$ cat config.mk
export PLATFORM = sky130hd
export DESIGN_NAME = ufb_top
export DESIGN_NICKNAME = d
export VERILOG_FILES = /design/src/shared/ufb_pkg.sv /design/src/shared/ufb_baud_if.sv /design/src/rtl/ufb_baud_gen.sv /design/src/rtl/ufb_top.sv
export SDC_FILE = /design/constraint.sdc
export NUM_CORES = 1
export LEC_CHECK = 0
export ABC_AREA = 1
export BUFFER_PORTS_ARGS = -buffer_cell sky130_fd_sc_hd__buf_2
export CAP_MARGIN = 30
export CORE_UTILIZATION = 45
export DETAILED_ROUTE_END_ITERATION = 8
export PLACE_DENSITY = 0.72
export SETUP_SLACK_MARGIN = 0.4
export SYNTH_ARGS = -nofsm -noshare
export SYNTH_HDL_FRONTEND = slang
export SYNTH_HIERARCHICAL = 1
export SYNTH_SLANG_ARGS = --single-unit
$ cat constraint.sdc
create_clock -name sys_clk -period 11.5 [get_ports sys_clk]
set_input_delay 1.15 -clock sys_clk [delete_from_list [all_inputs] [get_ports sys_clk]]
set_output_delay 1.15 -clock sys_clk [all_outputs]
set_load 0.05 [all_outputs]
$ cat src/shared/ufb_pkg.sv
// Constants, types and decode helpers for the serial frame-format and baud block
`default_nettype none
package ufb_pkg;
  // ----------------------------------------------------------------
  // Register map (byte addresses)
  // ----------------------------------------------------------------
  localparam int          AW           = 8;
  localparam logic [7:0]  ADDR_SHARED  = 8'h00;
  localparam logic [7:0]  ADDR_DIV_LOW = 8'h04;
  localparam logic [7:0]  ADDR_CTRL_B  = 8'h08;
  localparam logic [7:0]  ADDR_STAT_A  = 8'h0C;
  localparam logic [7:0]  ADDR_DATA    = 8'h10;
  // ----------------------------------------------------------------
  // Field positions
  // ----------------------------------------------------------------
  localparam int SEL_BIT   = 7;
  localparam int MODE_BIT  = 6;
  localparam int PAR_HI    = 5;
  localparam int PAR_LO    = 4;
  localparam int STOP_BIT  = 3;
  localparam int CSZ_HI    = 2;
  localparam int CSZ_LO    = 1;
  localparam int POL_BIT   = 0;
  localparam int RXEN_BIT  = 4;
  localparam int TXEN_BIT  = 3;
  localparam int CTOP_BIT  = 2;
  localparam int RX9_BIT   = 1;
  localparam int RXC_BIT   = 7;
  localparam int TXRDY_BIT = 5;
  localparam int FE_BIT    = 4;
  localparam int PE_BIT    = 2;
  localparam int DBL_BIT   = 1;
  localparam int DIV_W     = 12;
  // ----------------------------------------------------------------
  // Reset values and counts
  // ----------------------------------------------------------------
  localparam logic [7:0]       FRAME_RST = 8'h86;
  localparam logic [DIV_W-1:0] DIV_RST   = 12'h000;
  localparam logic [4:0]       OS_NORMAL = 5'h10;
  localparam logic [4:0]       OS_DOUBLE = 5'h08;
  localparam logic [1:0]       RESP_OKAY = 2'h0;
  localparam logic [1:0]       RESP_SLVE = 2'h2;
  // ----------------------------------------------------------------
  // Types and helpers
  // ----------------------------------------------------------------
  typedef enum logic {TX_IDLE, TX_SHIFT} ufb_tx_state_t;
  typedef enum logic [1:0] {RX_IDLE, RX_START, RX_BITS} ufb_rx_state_t;

  function automatic logic [3:0] ufb_char_bits(input logic [2:0] code);
    case (code)
      3'h0: return 4'h5;
      3'h1: return 4'h6;
      3'h2: return 4'h7;
      3'h7: return 4'h9;
      default: return 4'h8;
    endcase
  endfunction

  function automatic logic [8:0] ufb_data_mask(input logic [3:0] n);
    return 9'h1ff >> (4'h9 - n);
  endfunction
endpackage
`default_nettype wire

$ cat src/shared/ufb_baud_if.sv
// Carrier between the register block and the baud prescaler
`default_nettype none
interface ufb_baud_if;
  logic [11:0] divisor;
  logic        reload;
  logic        tick;
  modport ctl (output divisor, output reload, input tick);
  modport gen (input divisor, input reload, output tick);
endinterface
`default_nettype wire

$ cat src/rtl/ufb_baud_gen.sv
// Baud prescaler: one tick every divisor plus one clock cycles
`default_nettype none
module ufb_baud_gen (
  input  wire logic sys_clk,
  input  wire logic rst,
  input  wire logic ce,
  ufb_baud_if.gen   bif
);
  logic [11:0] cnt_r;
  logic [11:0] cnt_nxt;
  wire         wrap = (cnt_r == 12'h000);

  // Reload on the low-byte write restarts the period at once
  assign cnt_nxt  = (bif.reload || wrap) ? bif.divisor : cnt_r - 12'h001;
  assign bif.tick = ce && wrap && !bif.reload;

  always_ff @(posedge sys_clk or posedge rst) begin
    if (rst) begin
      cnt_r <= ufb_pkg::DIV_RST;
    end else if (ce) begin
      cnt_r <= cnt_nxt;
    end
  end
endmodule
`default_nettype wire

$ cat src/rtl/ufb_top.sv
// Serial transceiver with frame-format and baud divisor registers on AXI4-Lite
// Contract
// - Shared address; written bit 7 picks register
// - Frame-format read returns select bit one
// - High divisor read returns select bit zero
// - Mode bit picks asynchronous or synchronous operation
// - Parity field: off, reserved, even, odd
// - Transmitter appends computed parity bit
// - Receiver checks parity, flags mismatch
// - Stop-select bit gives one or two stops
// - Receiver ignores stop-select bit
// - Three-bit size code gives five to nine
// - Polarity picks transmit and sample clock edges
// - Divisor is twelve bits, high nibble, low byte
// - Low byte write reloads prescaler immediately
// - Double speed cuts oversampling sixteen to eight
//
// Chosen here: the register addresses and the AXI4-Lite slave port.
`default_nettype none
module ufb_top (
  input  wire logic        sys_clk,
  input  wire logic        rst,
  input  wire logic        ce,
  input  wire logic [7:0]  s_axi_awaddr,
  input  wire logic        s_axi_awvalid,
  output logic             s_axi_awready,
  input  wire logic [31:0] s_axi_wdata,
  input  wire logic [3:0]  s_axi_wstrb,
  input  wire logic        s_axi_wvalid,
  output logic             s_axi_wready,
  output logic [1:0]       s_axi_bresp,
  output logic             s_axi_bvalid,
  input  wire logic        s_axi_bready,
  input  wire logic [7:0]  s_axi_araddr,
  input  wire logic        s_axi_arvalid,
  output logic             s_axi_arready,
  output logic [31:0]      s_axi_rdata,
  output logic [1:0]       s_axi_rresp,
  output logic             s_axi_rvalid,
  input  wire logic        s_axi_rready,
  input  wire logic        rxd,
  input  wire logic        sync_serial_clock,
  output logic             txd
);
  // ----------------------------------------------------------------
  // Register bus
  // ----------------------------------------------------------------
  logic        aw_have_r, w_have_r, bvalid_r, rvalid_r;
  logic [7:0]  aw_addr_r;
  logic [31:0] w_data_r, rdata_r;
  logic        w_strb0_r;
  logic [1:0]  bresp_r, rresp_r;
  logic        last_rd_sh_r, rd_was_ff_r, rd_was_hi_r;

  function automatic logic addr_ok(input logic [7:0] a);
    return a == ufb_pkg::ADDR_SHARED || a == ufb_pkg::ADDR_DIV_LOW ||
           a == ufb_pkg::ADDR_CTRL_B || a == ufb_pkg::ADDR_STAT_A ||
           a == ufb_pkg::ADDR_DATA;
  endfunction

  assign s_axi_awready = ce && !aw_have_r && !bvalid_r;
  assign s_axi_wready  = ce && !w_have_r && !bvalid_r;
  assign s_axi_bvalid  = bvalid_r;
  assign s_axi_bresp   = bresp_r;
  assign s_axi_arready = ce && !rvalid_r;
  assign s_axi_rvalid  = rvalid_r;
  assign s_axi_rdata   = rdata_r;
  assign s_axi_rresp   = rresp_r;

  wire wr_go   = ce && aw_have_r && w_have_r && !bvalid_r;
  wire wr_en   = wr_go && w_strb0_r;
  wire wr_sh   = wr_en && aw_addr_r == ufb_pkg::ADDR_SHARED;
  wire wr_ff   = wr_sh && w_data_r[ufb_pkg::SEL_BIT];
  wire wr_hi   = wr_sh && !w_data_r[ufb_pkg::SEL_BIT];
  wire wr_low  = wr_en && aw_addr_r == ufb_pkg::ADDR_DIV_LOW;
  wire wr_ctl  = wr_en && aw_addr_r == ufb_pkg::ADDR_CTRL_B;
  wire wr_stat = wr_en && aw_addr_r == ufb_pkg::ADDR_STAT_A;
  wire wr_data = wr_en && aw_addr_r == ufb_pkg::ADDR_DATA;
  wire rd_take = s_axi_arvalid && s_axi_arready;
  wire rd_sh   = s_axi_araddr == ufb_pkg::ADDR_SHARED;
  wire rd_ff   = rd_sh && last_rd_sh_r;
  wire rd_dat  = rd_take && s_axi_araddr == ufb_pkg::ADDR_DATA;

  always_ff @(posedge sys_clk or posedge rst) begin
    if (rst) begin
      aw_have_r <= 1'b0;
      w_have_r  <= 1'b0;
      bvalid_r  <= 1'b0;
      aw_addr_r <= 8'h00;
      w_data_r  <= 32'h0000_0000;
      w_strb0_r <= 1'b0;
      bresp_r   <= ufb_pkg::RESP_OKAY;
    end else if (ce) begin
      if (s_axi_awvalid && s_axi_awready) begin
        aw_have_r <= 1'b1;
        aw_addr_r <= s_axi_awaddr;
      end
      if (s_axi_wvalid && s_axi_wready) begin
        w_have_r  <= 1'b1;
        w_data_r  <= s_axi_wdata;
        w_strb0_r <= s_axi_wstrb[0];
      end
      if (wr_go) begin
        aw_have_r <= 1'b0;
        w_have_r  <= 1'b0;
        bvalid_r  <= 1'b1;
        bresp_r   <= addr_ok(aw_addr_r) ? ufb_pkg::RESP_OKAY : ufb_pkg::RESP_SLVE;
      end else if (bvalid_r && s_axi_bready) begin
        bvalid_r <= 1'b0;
      end
    end
  end

  // ----------------------------------------------------------------
  // Configuration registers
  // ----------------------------------------------------------------
  logic [6:0] frame_r;
  logic [3:0] div_hi_r;
  logic [7:0] div_lo_r;
  logic       ctop_r, tx_en_r, rx_en_r, dbl_r;

  always_ff @(posedge sys_clk or posedge rst) begin
    if (rst) begin
      frame_r  <= ufb_pkg::FRAME_RST[6:0];
      div_hi_r <= ufb_pkg::DIV_RST[11:8];
      div_lo_r <= ufb_pkg::DIV_RST[7:0];
      ctop_r   <= 1'b0;
      tx_en_r  <= 1'b0;
      rx_en_r  <= 1'b0;
      dbl_r    <= 1'b0;
    end else if (ce) begin
      if (wr_ff) frame_r <= w_data_r[6:0];
      if (wr_hi) div_hi_r <= w_data_r[3:0];
      if (wr_low) div_lo_r <= w_data_r[7:0];
      if (wr_ctl) begin
        ctop_r  <= w_data_r[ufb_pkg::CTOP_BIT];
        tx_en_r <= w_data_r[ufb_pkg::TXEN_BIT];
        rx_en_r <= w_data_r[ufb_pkg::RXEN_BIT];
      end
      if (wr_stat) dbl_r <= w_data_r[ufb_pkg::DBL_BIT];
    end
  end

  wire       sync_mode             = frame_r[ufb_pkg::MODE_BIT];
  wire [1:0] parity_mode           = frame_r[ufb_pkg::PAR_HI:ufb_pkg::PAR_LO];
  wire       stop_bit_count_select = frame_r[ufb_pkg::STOP_BIT];
  wire [1:0] char_size_low         = frame_r[ufb_pkg::CSZ_HI:ufb_pkg::CSZ_LO];
  wire       sync_clock_polarity   = frame_r[ufb_pkg::POL_BIT];
  wire       par_en                = parity_mode[1];
  wire       par_odd               = parity_mode[0];
  wire [3:0] nbits = ufb_pkg::ufb_char_bits({ctop_r, char_size_low});
  wire [8:0] dmask = ufb_pkg::ufb_data_mask(nbits);
  wire [4:0] os_len = (dbl_r && !sync_mode) ? ufb_pkg::OS_DOUBLE : ufb_pkg::OS_NORMAL;

  ufb_baud_if bif ();
  assign bif.divisor = {div_hi_r, div_lo_r};
  assign bif.reload  = wr_low;
  ufb_baud_gen u_baud (
    .sys_clk (sys_clk),
    .rst     (rst),
    .ce      (ce),
    .bif     (bif)
  );

  // ----------------------------------------------------------------
  // Pin synchronisers and serial clock edges
  // ----------------------------------------------------------------
  logic rxd_s1_r, rxd_s2_r, xck_s1_r, xck_s2_r, xck_s3_r;
  always_ff @(posedge sys_clk or posedge rst) begin
    if (rst) begin
      {rxd_s1_r, rxd_s2_r} <= 2'h3;
      {xck_s1_r, xck_s2_r, xck_s3_r} <= 3'h0;
    end else if (ce) begin
      {rxd_s2_r, rxd_s1_r} <= {rxd_s1_r, rxd};
      {xck_s3_r, xck_s2_r, xck_s1_r} <= {xck_s2_r, xck_s1_r, sync_serial_clock};
    end
  end
  wire xck_rise = xck_s2_r && !xck_s3_r;
  wire xck_fall = !xck_s2_r && xck_s3_r;
  wire tx_edge  = sync_clock_polarity ? xck_fall : xck_rise;
  wire rx_edge  = sync_clock_polarity ? xck_rise : xck_fall;

  // ----------------------------------------------------------------
  // Transmitter
  // ----------------------------------------------------------------
  ufb_pkg::ufb_tx_state_t tx_state_r;
  logic [12:0] tx_sh_r;
  logic [3:0]  tx_left_r;
  logic [4:0]  tx_os_r;
  logic [8:0]  tx_buf_r;
  logic        tx_full_r, txd_r;

  wire [8:0]  tx_dat  = tx_buf_r & dmask;
  wire        tx_par  = ^tx_dat ^ par_odd;
  wire [12:0] par_pos = 13'h0001 << (nbits + 4'h1);
  wire [12:0] tx_base = ({13{1'b1}} << (nbits + 4'h1)) | {3'h0, tx_dat, 1'b0};
  wire [12:0] tx_frame = par_en ? ((tx_base & ~par_pos) | (tx_par ? par_pos : 13'h0000))
                                : tx_base;
  wire [3:0]  tx_len  = nbits + 4'h2 + {3'h0, par_en} + {3'h0, stop_bit_count_select};
  wire [12:0] par_span = par_pos | {3'h0, dmask, 1'b0};
  wire tx_ld   = ce && tx_state_r == ufb_pkg::TX_IDLE && tx_full_r && tx_en_r;
  wire tx_wrap = bif.tick && tx_os_r == os_len - 5'h01;
  wire tx_step = sync_mode ? tx_edge : tx_wrap;

  always_ff @(posedge sys_clk or posedge rst) begin
    if (rst) begin
      tx_state_r <= ufb_pkg::TX_IDLE;
      tx_sh_r    <= 13'h1fff;
      tx_left_r  <= 4'h0;
      tx_os_r    <= 5'h00;
      tx_buf_r   <= 9'h000;
      tx_full_r  <= 1'b0;
      txd_r      <= 1'b1;
    end else if (ce) begin
      if (wr_data && !tx_full_r) begin
        tx_buf_r  <= w_data_r[8:0];
        tx_full_r <= 1'b1;
      end
      if (bif.tick) tx_os_r <= tx_wrap ? 5'h00 : tx_os_r + 5'h01;
      unique case (tx_state_r)
        ufb_pkg::TX_IDLE: begin
          if (tx_ld) begin
            tx_sh_r    <= tx_frame;
            tx_left_r  <= tx_len;
            tx_os_r    <= 5'h00;
            tx_full_r  <= 1'b0;
            tx_state_r <= ufb_pkg::TX_SHIFT;
          end
        end
        ufb_pkg::TX_SHIFT: begin
          if (tx_step) begin
            if (tx_left_r == 4'h0) begin
              tx_state_r <= ufb_pkg::TX_IDLE;
            end else begin
              txd_r     <= tx_sh_r[0];
              tx_sh_r   <= {1'b1, tx_sh_r[12:1]};
              tx_left_r <= tx_left_r - 4'h1;
            end
          end
        end
      endcase
    end
  end
  assign txd = txd_r;

  // ----------------------------------------------------------------
  // Receiver
  // ----------------------------------------------------------------
  ufb_pkg::ufb_rx_state_t rx_state_r;
  logic [10:0] rx_sh_r;
  logic [3:0]  rx_idx_r;
  logic [4:0]  rx_os_r;
  logic [8:0]  rx_d_r;
  logic        rxc_r, pe_r, fe_r;

  wire [3:0] rx_need = nbits + 4'h1 + {3'h0, par_en};
  wire [4:0] rx_lim  = rx_state_r == ufb_pkg::RX_START ? {1'b0, os_len[4:1]} : os_len;
  wire rx_wrap = bif.tick && rx_os_r == rx_lim - 5'h01;
  wire rx_step = sync_mode ? rx_edge : rx_wrap;
  wire rx_done = ce && rx_state_r == ufb_pkg::RX_BITS && rx_step && rx_idx_r == rx_need - 4'h1;
  wire [8:0] rx_dat = rx_sh_r[8:0] & dmask;
  wire rx_pbad = par_en && (rx_sh_r[nbits] != (^rx_dat ^ par_odd));

  always_ff @(posedge sys_clk or posedge rst) begin
    if (rst) begin
      rx_state_r <= ufb_pkg::RX_IDLE;
      rx_sh_r    <= 11'h000;
      rx_idx_r   <= 4'h0;
      rx_os_r    <= 5'h00;
    end else if (ce) begin
      if (bif.tick) rx_os_r <= rx_wrap ? 5'h00 : rx_os_r + 5'h01;
      unique case (rx_state_r)
        ufb_pkg::RX_IDLE: begin
          rx_idx_r <= 4'h0;
          rx_os_r  <= 5'h00;
          if (rx_en_r && !rxd_s2_r && (!sync_mode || rx_edge)) begin
            rx_state_r <= sync_mode ? ufb_pkg::RX_BITS : ufb_pkg::RX_START;
          end
        end
        ufb_pkg::RX_START: begin
          if (rx_wrap) rx_state_r <= rxd_s2_r ? ufb_pkg::RX_IDLE : ufb_pkg::RX_BITS;
        end
        ufb_pkg::RX_BITS: begin
          if (rx_step) begin
            rx_sh_r[rx_idx_r] <= rxd_s2_r;
            rx_idx_r <= rx_idx_r + 4'h1;
            if (rx_done) rx_state_r <= ufb_pkg::RX_IDLE;
          end
        end
        default: rx_state_r <= ufb_pkg::RX_IDLE;
      endcase
      if (!rx_en_r) rx_state_r <= ufb_pkg::RX_IDLE;
    end
  end

  // New character beats a same-cycle read of the data register
  always_ff @(posedge sys_clk or posedge rst) begin
    if (rst) begin
      rx_d_r <= 9'h000;
      rxc_r  <= 1'b0;
      pe_r   <= 1'b0;
      fe_r   <= 1'b0;
    end else if (ce) begin
      rxc_r <= rx_done || (rxc_r && !rd_dat && rx_en_r);
      if (rx_done) begin
        rx_d_r <= rx_dat;
        pe_r   <= rx_pbad;
        fe_r   <= !rxd_s2_r;
      end
    end
  end

  // ----------------------------------------------------------------
  // Read path
  // ----------------------------------------------------------------
  wire [7:0] rd_shared = rd_ff ? {1'b1, frame_r} : {4'h0, div_hi_r};
  wire [7:0] rd_stat = {rxc_r, 1'b0, !tx_full_r, fe_r, 1'b0, pe_r, dbl_r, 1'b0};
  wire [7:0] rd_ctl  = {3'h0, rx_en_r, tx_en_r, ctop_r, rx_d_r[8], 1'b0};
  wire [31:0] rd_mux =
    s_axi_araddr == ufb_pkg::ADDR_SHARED  ? {24'h00_0000, rd_shared} :
    s_axi_araddr == ufb_pkg::ADDR_DIV_LOW ? {24'h00_0000, div_lo_r}  :
    s_axi_araddr == ufb_pkg::ADDR_CTRL_B  ? {24'h00_0000, rd_ctl}    :
    s_axi_araddr == ufb_pkg::ADDR_STAT_A  ? {24'h00_0000, rd_stat}   :
    s_axi_araddr == ufb_pkg::ADDR_DATA    ? {23'h00_0000, rx_d_r}    : 32'h0000_0000;

  always_ff @(posedge sys_clk or posedge rst) begin
    if (rst) begin
      rvalid_r     <= 1'b0;
      rdata_r      <= 32'h0000_0000;
      rresp_r      <= ufb_pkg::RESP_OKAY;
      last_rd_sh_r <= 1'b0;
      rd_was_ff_r  <= 1'b0;
      rd_was_hi_r  <= 1'b0;
    end else if (ce) begin
      if (wr_go) last_rd_sh_r <= 1'b0;
      if (rd_take) begin
        rvalid_r     <= 1'b1;
        rdata_r      <= rd_mux;
        rresp_r      <= addr_ok(s_axi_araddr) ? ufb_pkg::RESP_OKAY : ufb_pkg::RESP_SLVE;
        last_rd_sh_r <= rd_sh && !last_rd_sh_r;
        rd_was_ff_r  <= rd_ff;
        rd_was_hi_r  <= rd_sh && !rd_ff;
      end else if (rvalid_r && s_axi_rready) begin
        rvalid_r <= 1'b0;
      end
    end
  end
endmodule
`default_nettype wire

==> results.py <==
metrics = {
    "placed_design": {
        "dp_cells": 1340,
        "numPortBuffers": 52,
        "dp_slack_ns": 6.70,
        "dp_hpwl_mm": 14.1,
        "place_congestion": 0.926,
    },
    "routing": {
        "drc": 0,
        "ant_nets": 0,
        "first_pass_iters": 5,
        "vias": 7086,
        "post_drt_via_cell_ratio": 5.16,
        "detail_route.wl_per_cell_um": 14.1,
        "routed_wl_mm": 19.4,
        "drt_iter0_drc": 634,
    },
    "timing": {
        "maxSlewViolCount": 0,
        "hold_viol_final": 0,
        "fin_worst_skew_ns": 0.0123,
        "finalSetupTns_ns": 0,
        "slew_headroom_pct": 39.1,
        "rsz0062_at_grt": "false",
        "fin_ws_ns": 7.08,
        "max_freq_mhz": 226,
        "min_period_ns": 4.42,
        "finalSetupViolCount": 0,
        "layout_worst_path_cycle_share_pct": 38.5,
        "worst-slew-pin-transition_ns": 0.906,
    },
    "cells_and_area": {
        "utilization_pct": 51.0,
        "final_nets": 1218,
        "syn2layout_area_growth_pct": 11.0,
        "fillCellCount": 1716,
        "layout.cells.non_filler": 1372,
        "n_antenna_cell": 0,
        "drive_gt1_share_pct": 13.8,
    },
    "setup_path": {
        "cp_slowest_cell": "inv_2",
        "critPathMaxFanout": 33,
        "path_class": "in -> reg",
        "cp.required_ns": 11.84,
        "crit_path_end_kind": "flop",
        "path_cells": "buf_2 -> inv_2 -> nor2_1 -> inv_1 -> nor3_4 -> nand2_1 -> nor3_1 -> inv_1 -> nand2_1 -> nor4_1 -> buf_4 -> and3_1 -> nand4_2 -> o21ai_1 -> or2_4 -> nand2_8 -> inv_6 -> o211ai_1 -> o21ai_0",
        "r2r_start": "ctop_r",
        "worstSetupStartpointType": "primary input",
        "setup.worst_path.start": "ce",
        "slowest_delay_ns": 0.42,
        "crit_arrival_ns": 4.76,
    },
    "yosys": {
        "dominantRegCellSynth": "dfrtp_1",
        "synth.top_cell.area_share_pct": 37.1,
        "netlist_area_mm2": 0.00829,
        "avgSynthCellArea_um2": 7.64,
        "synth-edff-count": 0,
        "synth-seq-area-share_pct": 42.9,
        "synth_async_sr_flop_share_pct": 100,
        "synth_warnings": 6,
        "yosysTopAreaCell": "dfrtp_1",
        "synth_common_cells": "nand2_1, dfrtp_1, inv_1",
        "yosysUniqueCellTypes": 55,
        "synth_cells": 1084,
        "ys_ff_latch": 141,
        "ys_top_cells_by_area": "dfrtp_1, nand2_1, o21ai_0",
        "yosysMostFrequentCell": "nand2_1",
    },
    "clock_network": {
        "hold_buffers": 0,
        "clock_path_buffers": 2,
        "cts_setup_buffers": 0,
        "htreeDepth": 4,
        "cts_resized": 0,
        "clk_latency_ns": 0.43,
        "cts_root_buf": "clkbuf_16",
        "clk_pin_slew_ns": 0.06,
        "cts_tree": "yes",
        "clock-sinks": 141,
        "numCtsBuffers": 17,
    },
    "floorplanning": {
        "io_pins": 104,
        "num_rows": 49,
        "die_w_um": 138,
        "initial_core_util_pct": 46.0,
        "core_area_mm2": 0.0180,
        "die_y_um": 138,
        "dieArea_mm2": 0.0190,
    },
    "power": {
        "comb_power_share_pct": 22.0,
        "powerDensity_mw_per_mm2": 165,
        "swShare_pct": 33.9,
        "p_total_w": 0.00152,
        "leakage_nw": 4.37,
        "switchingPower_w": 0.000515,
        "internal_power_w": 0.00100,
        "pwr-share-seq_pct": 41.6,
        "pwr-share-clk_pct": 36.3,
        "peakVddDrop_uv": 105,
    },
    "grt": {
        "grt_pass1_vias": 6471,
        "grt_pass1_wl_mm": 32.1,
        "overflow": 0,
        "antenna_found_initial": 0,
        "grt_usage_pct": 22.1,
        "grt_max_degree": 72,
    },
    "run_status": {
        "status": "completed",
    },
    "run": {
        "maxCapViolations": 0,
    },
    "hold_path": {
        "hold_class": "reg -> reg",
        "holdCritStartpoint": "tx_sh_r[11]",
    },
}
flip-flops by register name (all words and copies together) (netlist names), 5 cells and up:
name and cells:
tx_sh_r 13, u_baud/cnt_r 12, rx_sh_r 10, rx_d_r 9
s_axi_rdata 9, tx_buf_r 9, w_data_r 9, aw_addr_r 8
div_lo_r 8, frame_r 7, rx_os_r 5, tx_os_r 5
layout by cell type, fill, tap and decap left out, drive strengths merged:
| cell type | n |
|---|---|
| a211oi | 2 |
| a32o | 1 |
| nor3 | 15 |
| o31ai | 4 |
| conb | 25 |
| nor2 | 86 |
| clkbuf | 19 |
| o21bai | 3 |
| nand3b | 2 |
| a31oi | 2 |
| inv | 134 |
| a22oi | 1 |
| o211ai | 7 |
| a21oi | 44 |
| o22ai | 1 |
| bufinv | 2 |
| ha | 25 |
| nor4 | 4 |
| o2111ai | 2 |
| or2 | 2 |
| xnor2 | 5 |
| clkinvlp | 4 |
| mux2 | 5 |
| o32ai | 1 |
| fa | 1 |
| buf | 55 |
| dfrtp | 123 |
| a21o | 3 |
| xor2 | 14 |
| nand4 | 11 |
| o21ai | 110 |
| nand3 | 81 |
| mux2i | 1 |
| a221oi | 3 |
| and3 | 2 |
| clkinv | 2 |
| dfstp | 18 |
| nand2 | 323 |
power by group through the flow:
| stage | Clock, W | Sequential (W) | Combinational [W] |
|---|---|---|---|
| 2_1_floorplan | 0 | 0.000645 | 0.000254 |
| 3_3_place_gp | 0 | 0.000637 | 0.000324 |
| 3_5_place_dp | 0 | 0.000640 | 0.000334 |
| 4_1_cts | 0.000562 | 0.000632 | 0.000336 |
| 5_1_grt | 0.000579 | 0.000642 | 0.000379 |
| 6_report | 0.000552 | 0.000633 | 0.000335 |
through the flow:
step	instance area [um2]	hold slack, ns
global route	9200	0.498
CTS	9200	0.472
floorplan	8380	0.442
finish	9200	0.469
detailed placement	8610	0.464
global placement	8610	0.453
final cells by class:
type,count,area [um2],area share [%]
clock buffer,19,433,4.70
clock inverter,13,156,1.70
inverter,129,492,5.34
multi-input combinational,786,4000,43.5
sequential,141,3550,38.6
tap,229,287,3.11
timing repair buffer,55,283,3.07
final timing paths:
check	to	slack (ns)	depth (start not counted)
worst min register to register	tx_sh_r[11]	0.47	2
min in group asynchronous	u_baud/cnt_r[11]	0.78	2
worst max-delay path	tx_left_r[0]	7.08	19
worst max register to register	tx_sh_r[0]	7.79	20
max in group asynchronous	rx_sh_r[4]	9.31	3
worst min-delay path	tx_sh_r[11]	0.47	2
critical path: cells and delay by family:
family	cells	cell delay, ns
and+or+nand+nor	10	1.49
AOI/OAI and AO/OA	3	0.64
buffers and inverters	6	1.45
metal layers:
layer	routed length [um]	vias up	part of all wire, %	global-route usage, %
li1	-	3555	-	-
met2	8820	191	45	35.0
met5	0	-	0	0
met4	399	0	2.1	7.97
met3	976	34	5.0	3.79
met1	9200	3306	47	30.3
logic make-up (layout without fill, tap and decap cells):
| kind of cell | Yosys count | count (layout) | synth area share (%) |
|---|---|---|---|
| buffers and inverters | 181 | 216 | 9.97 |
| AOI/OAI and AO/OA | 184 | 184 | 12.6 |
| other | 1 | 25 | 0.0453 |
| xor gates and xnor gates | 19 | 19 | 2.01 |
| adders and majority gates | 26 | 26 | 4.02 |
| muxes | 6 | 6 | 0.800 |
| and+or+nand+nor | 526 | 526 | 27.7 |
| DFF | 141 | 141 | 42.9 |
Note: power is estimated with default switching activity, not from simulation.
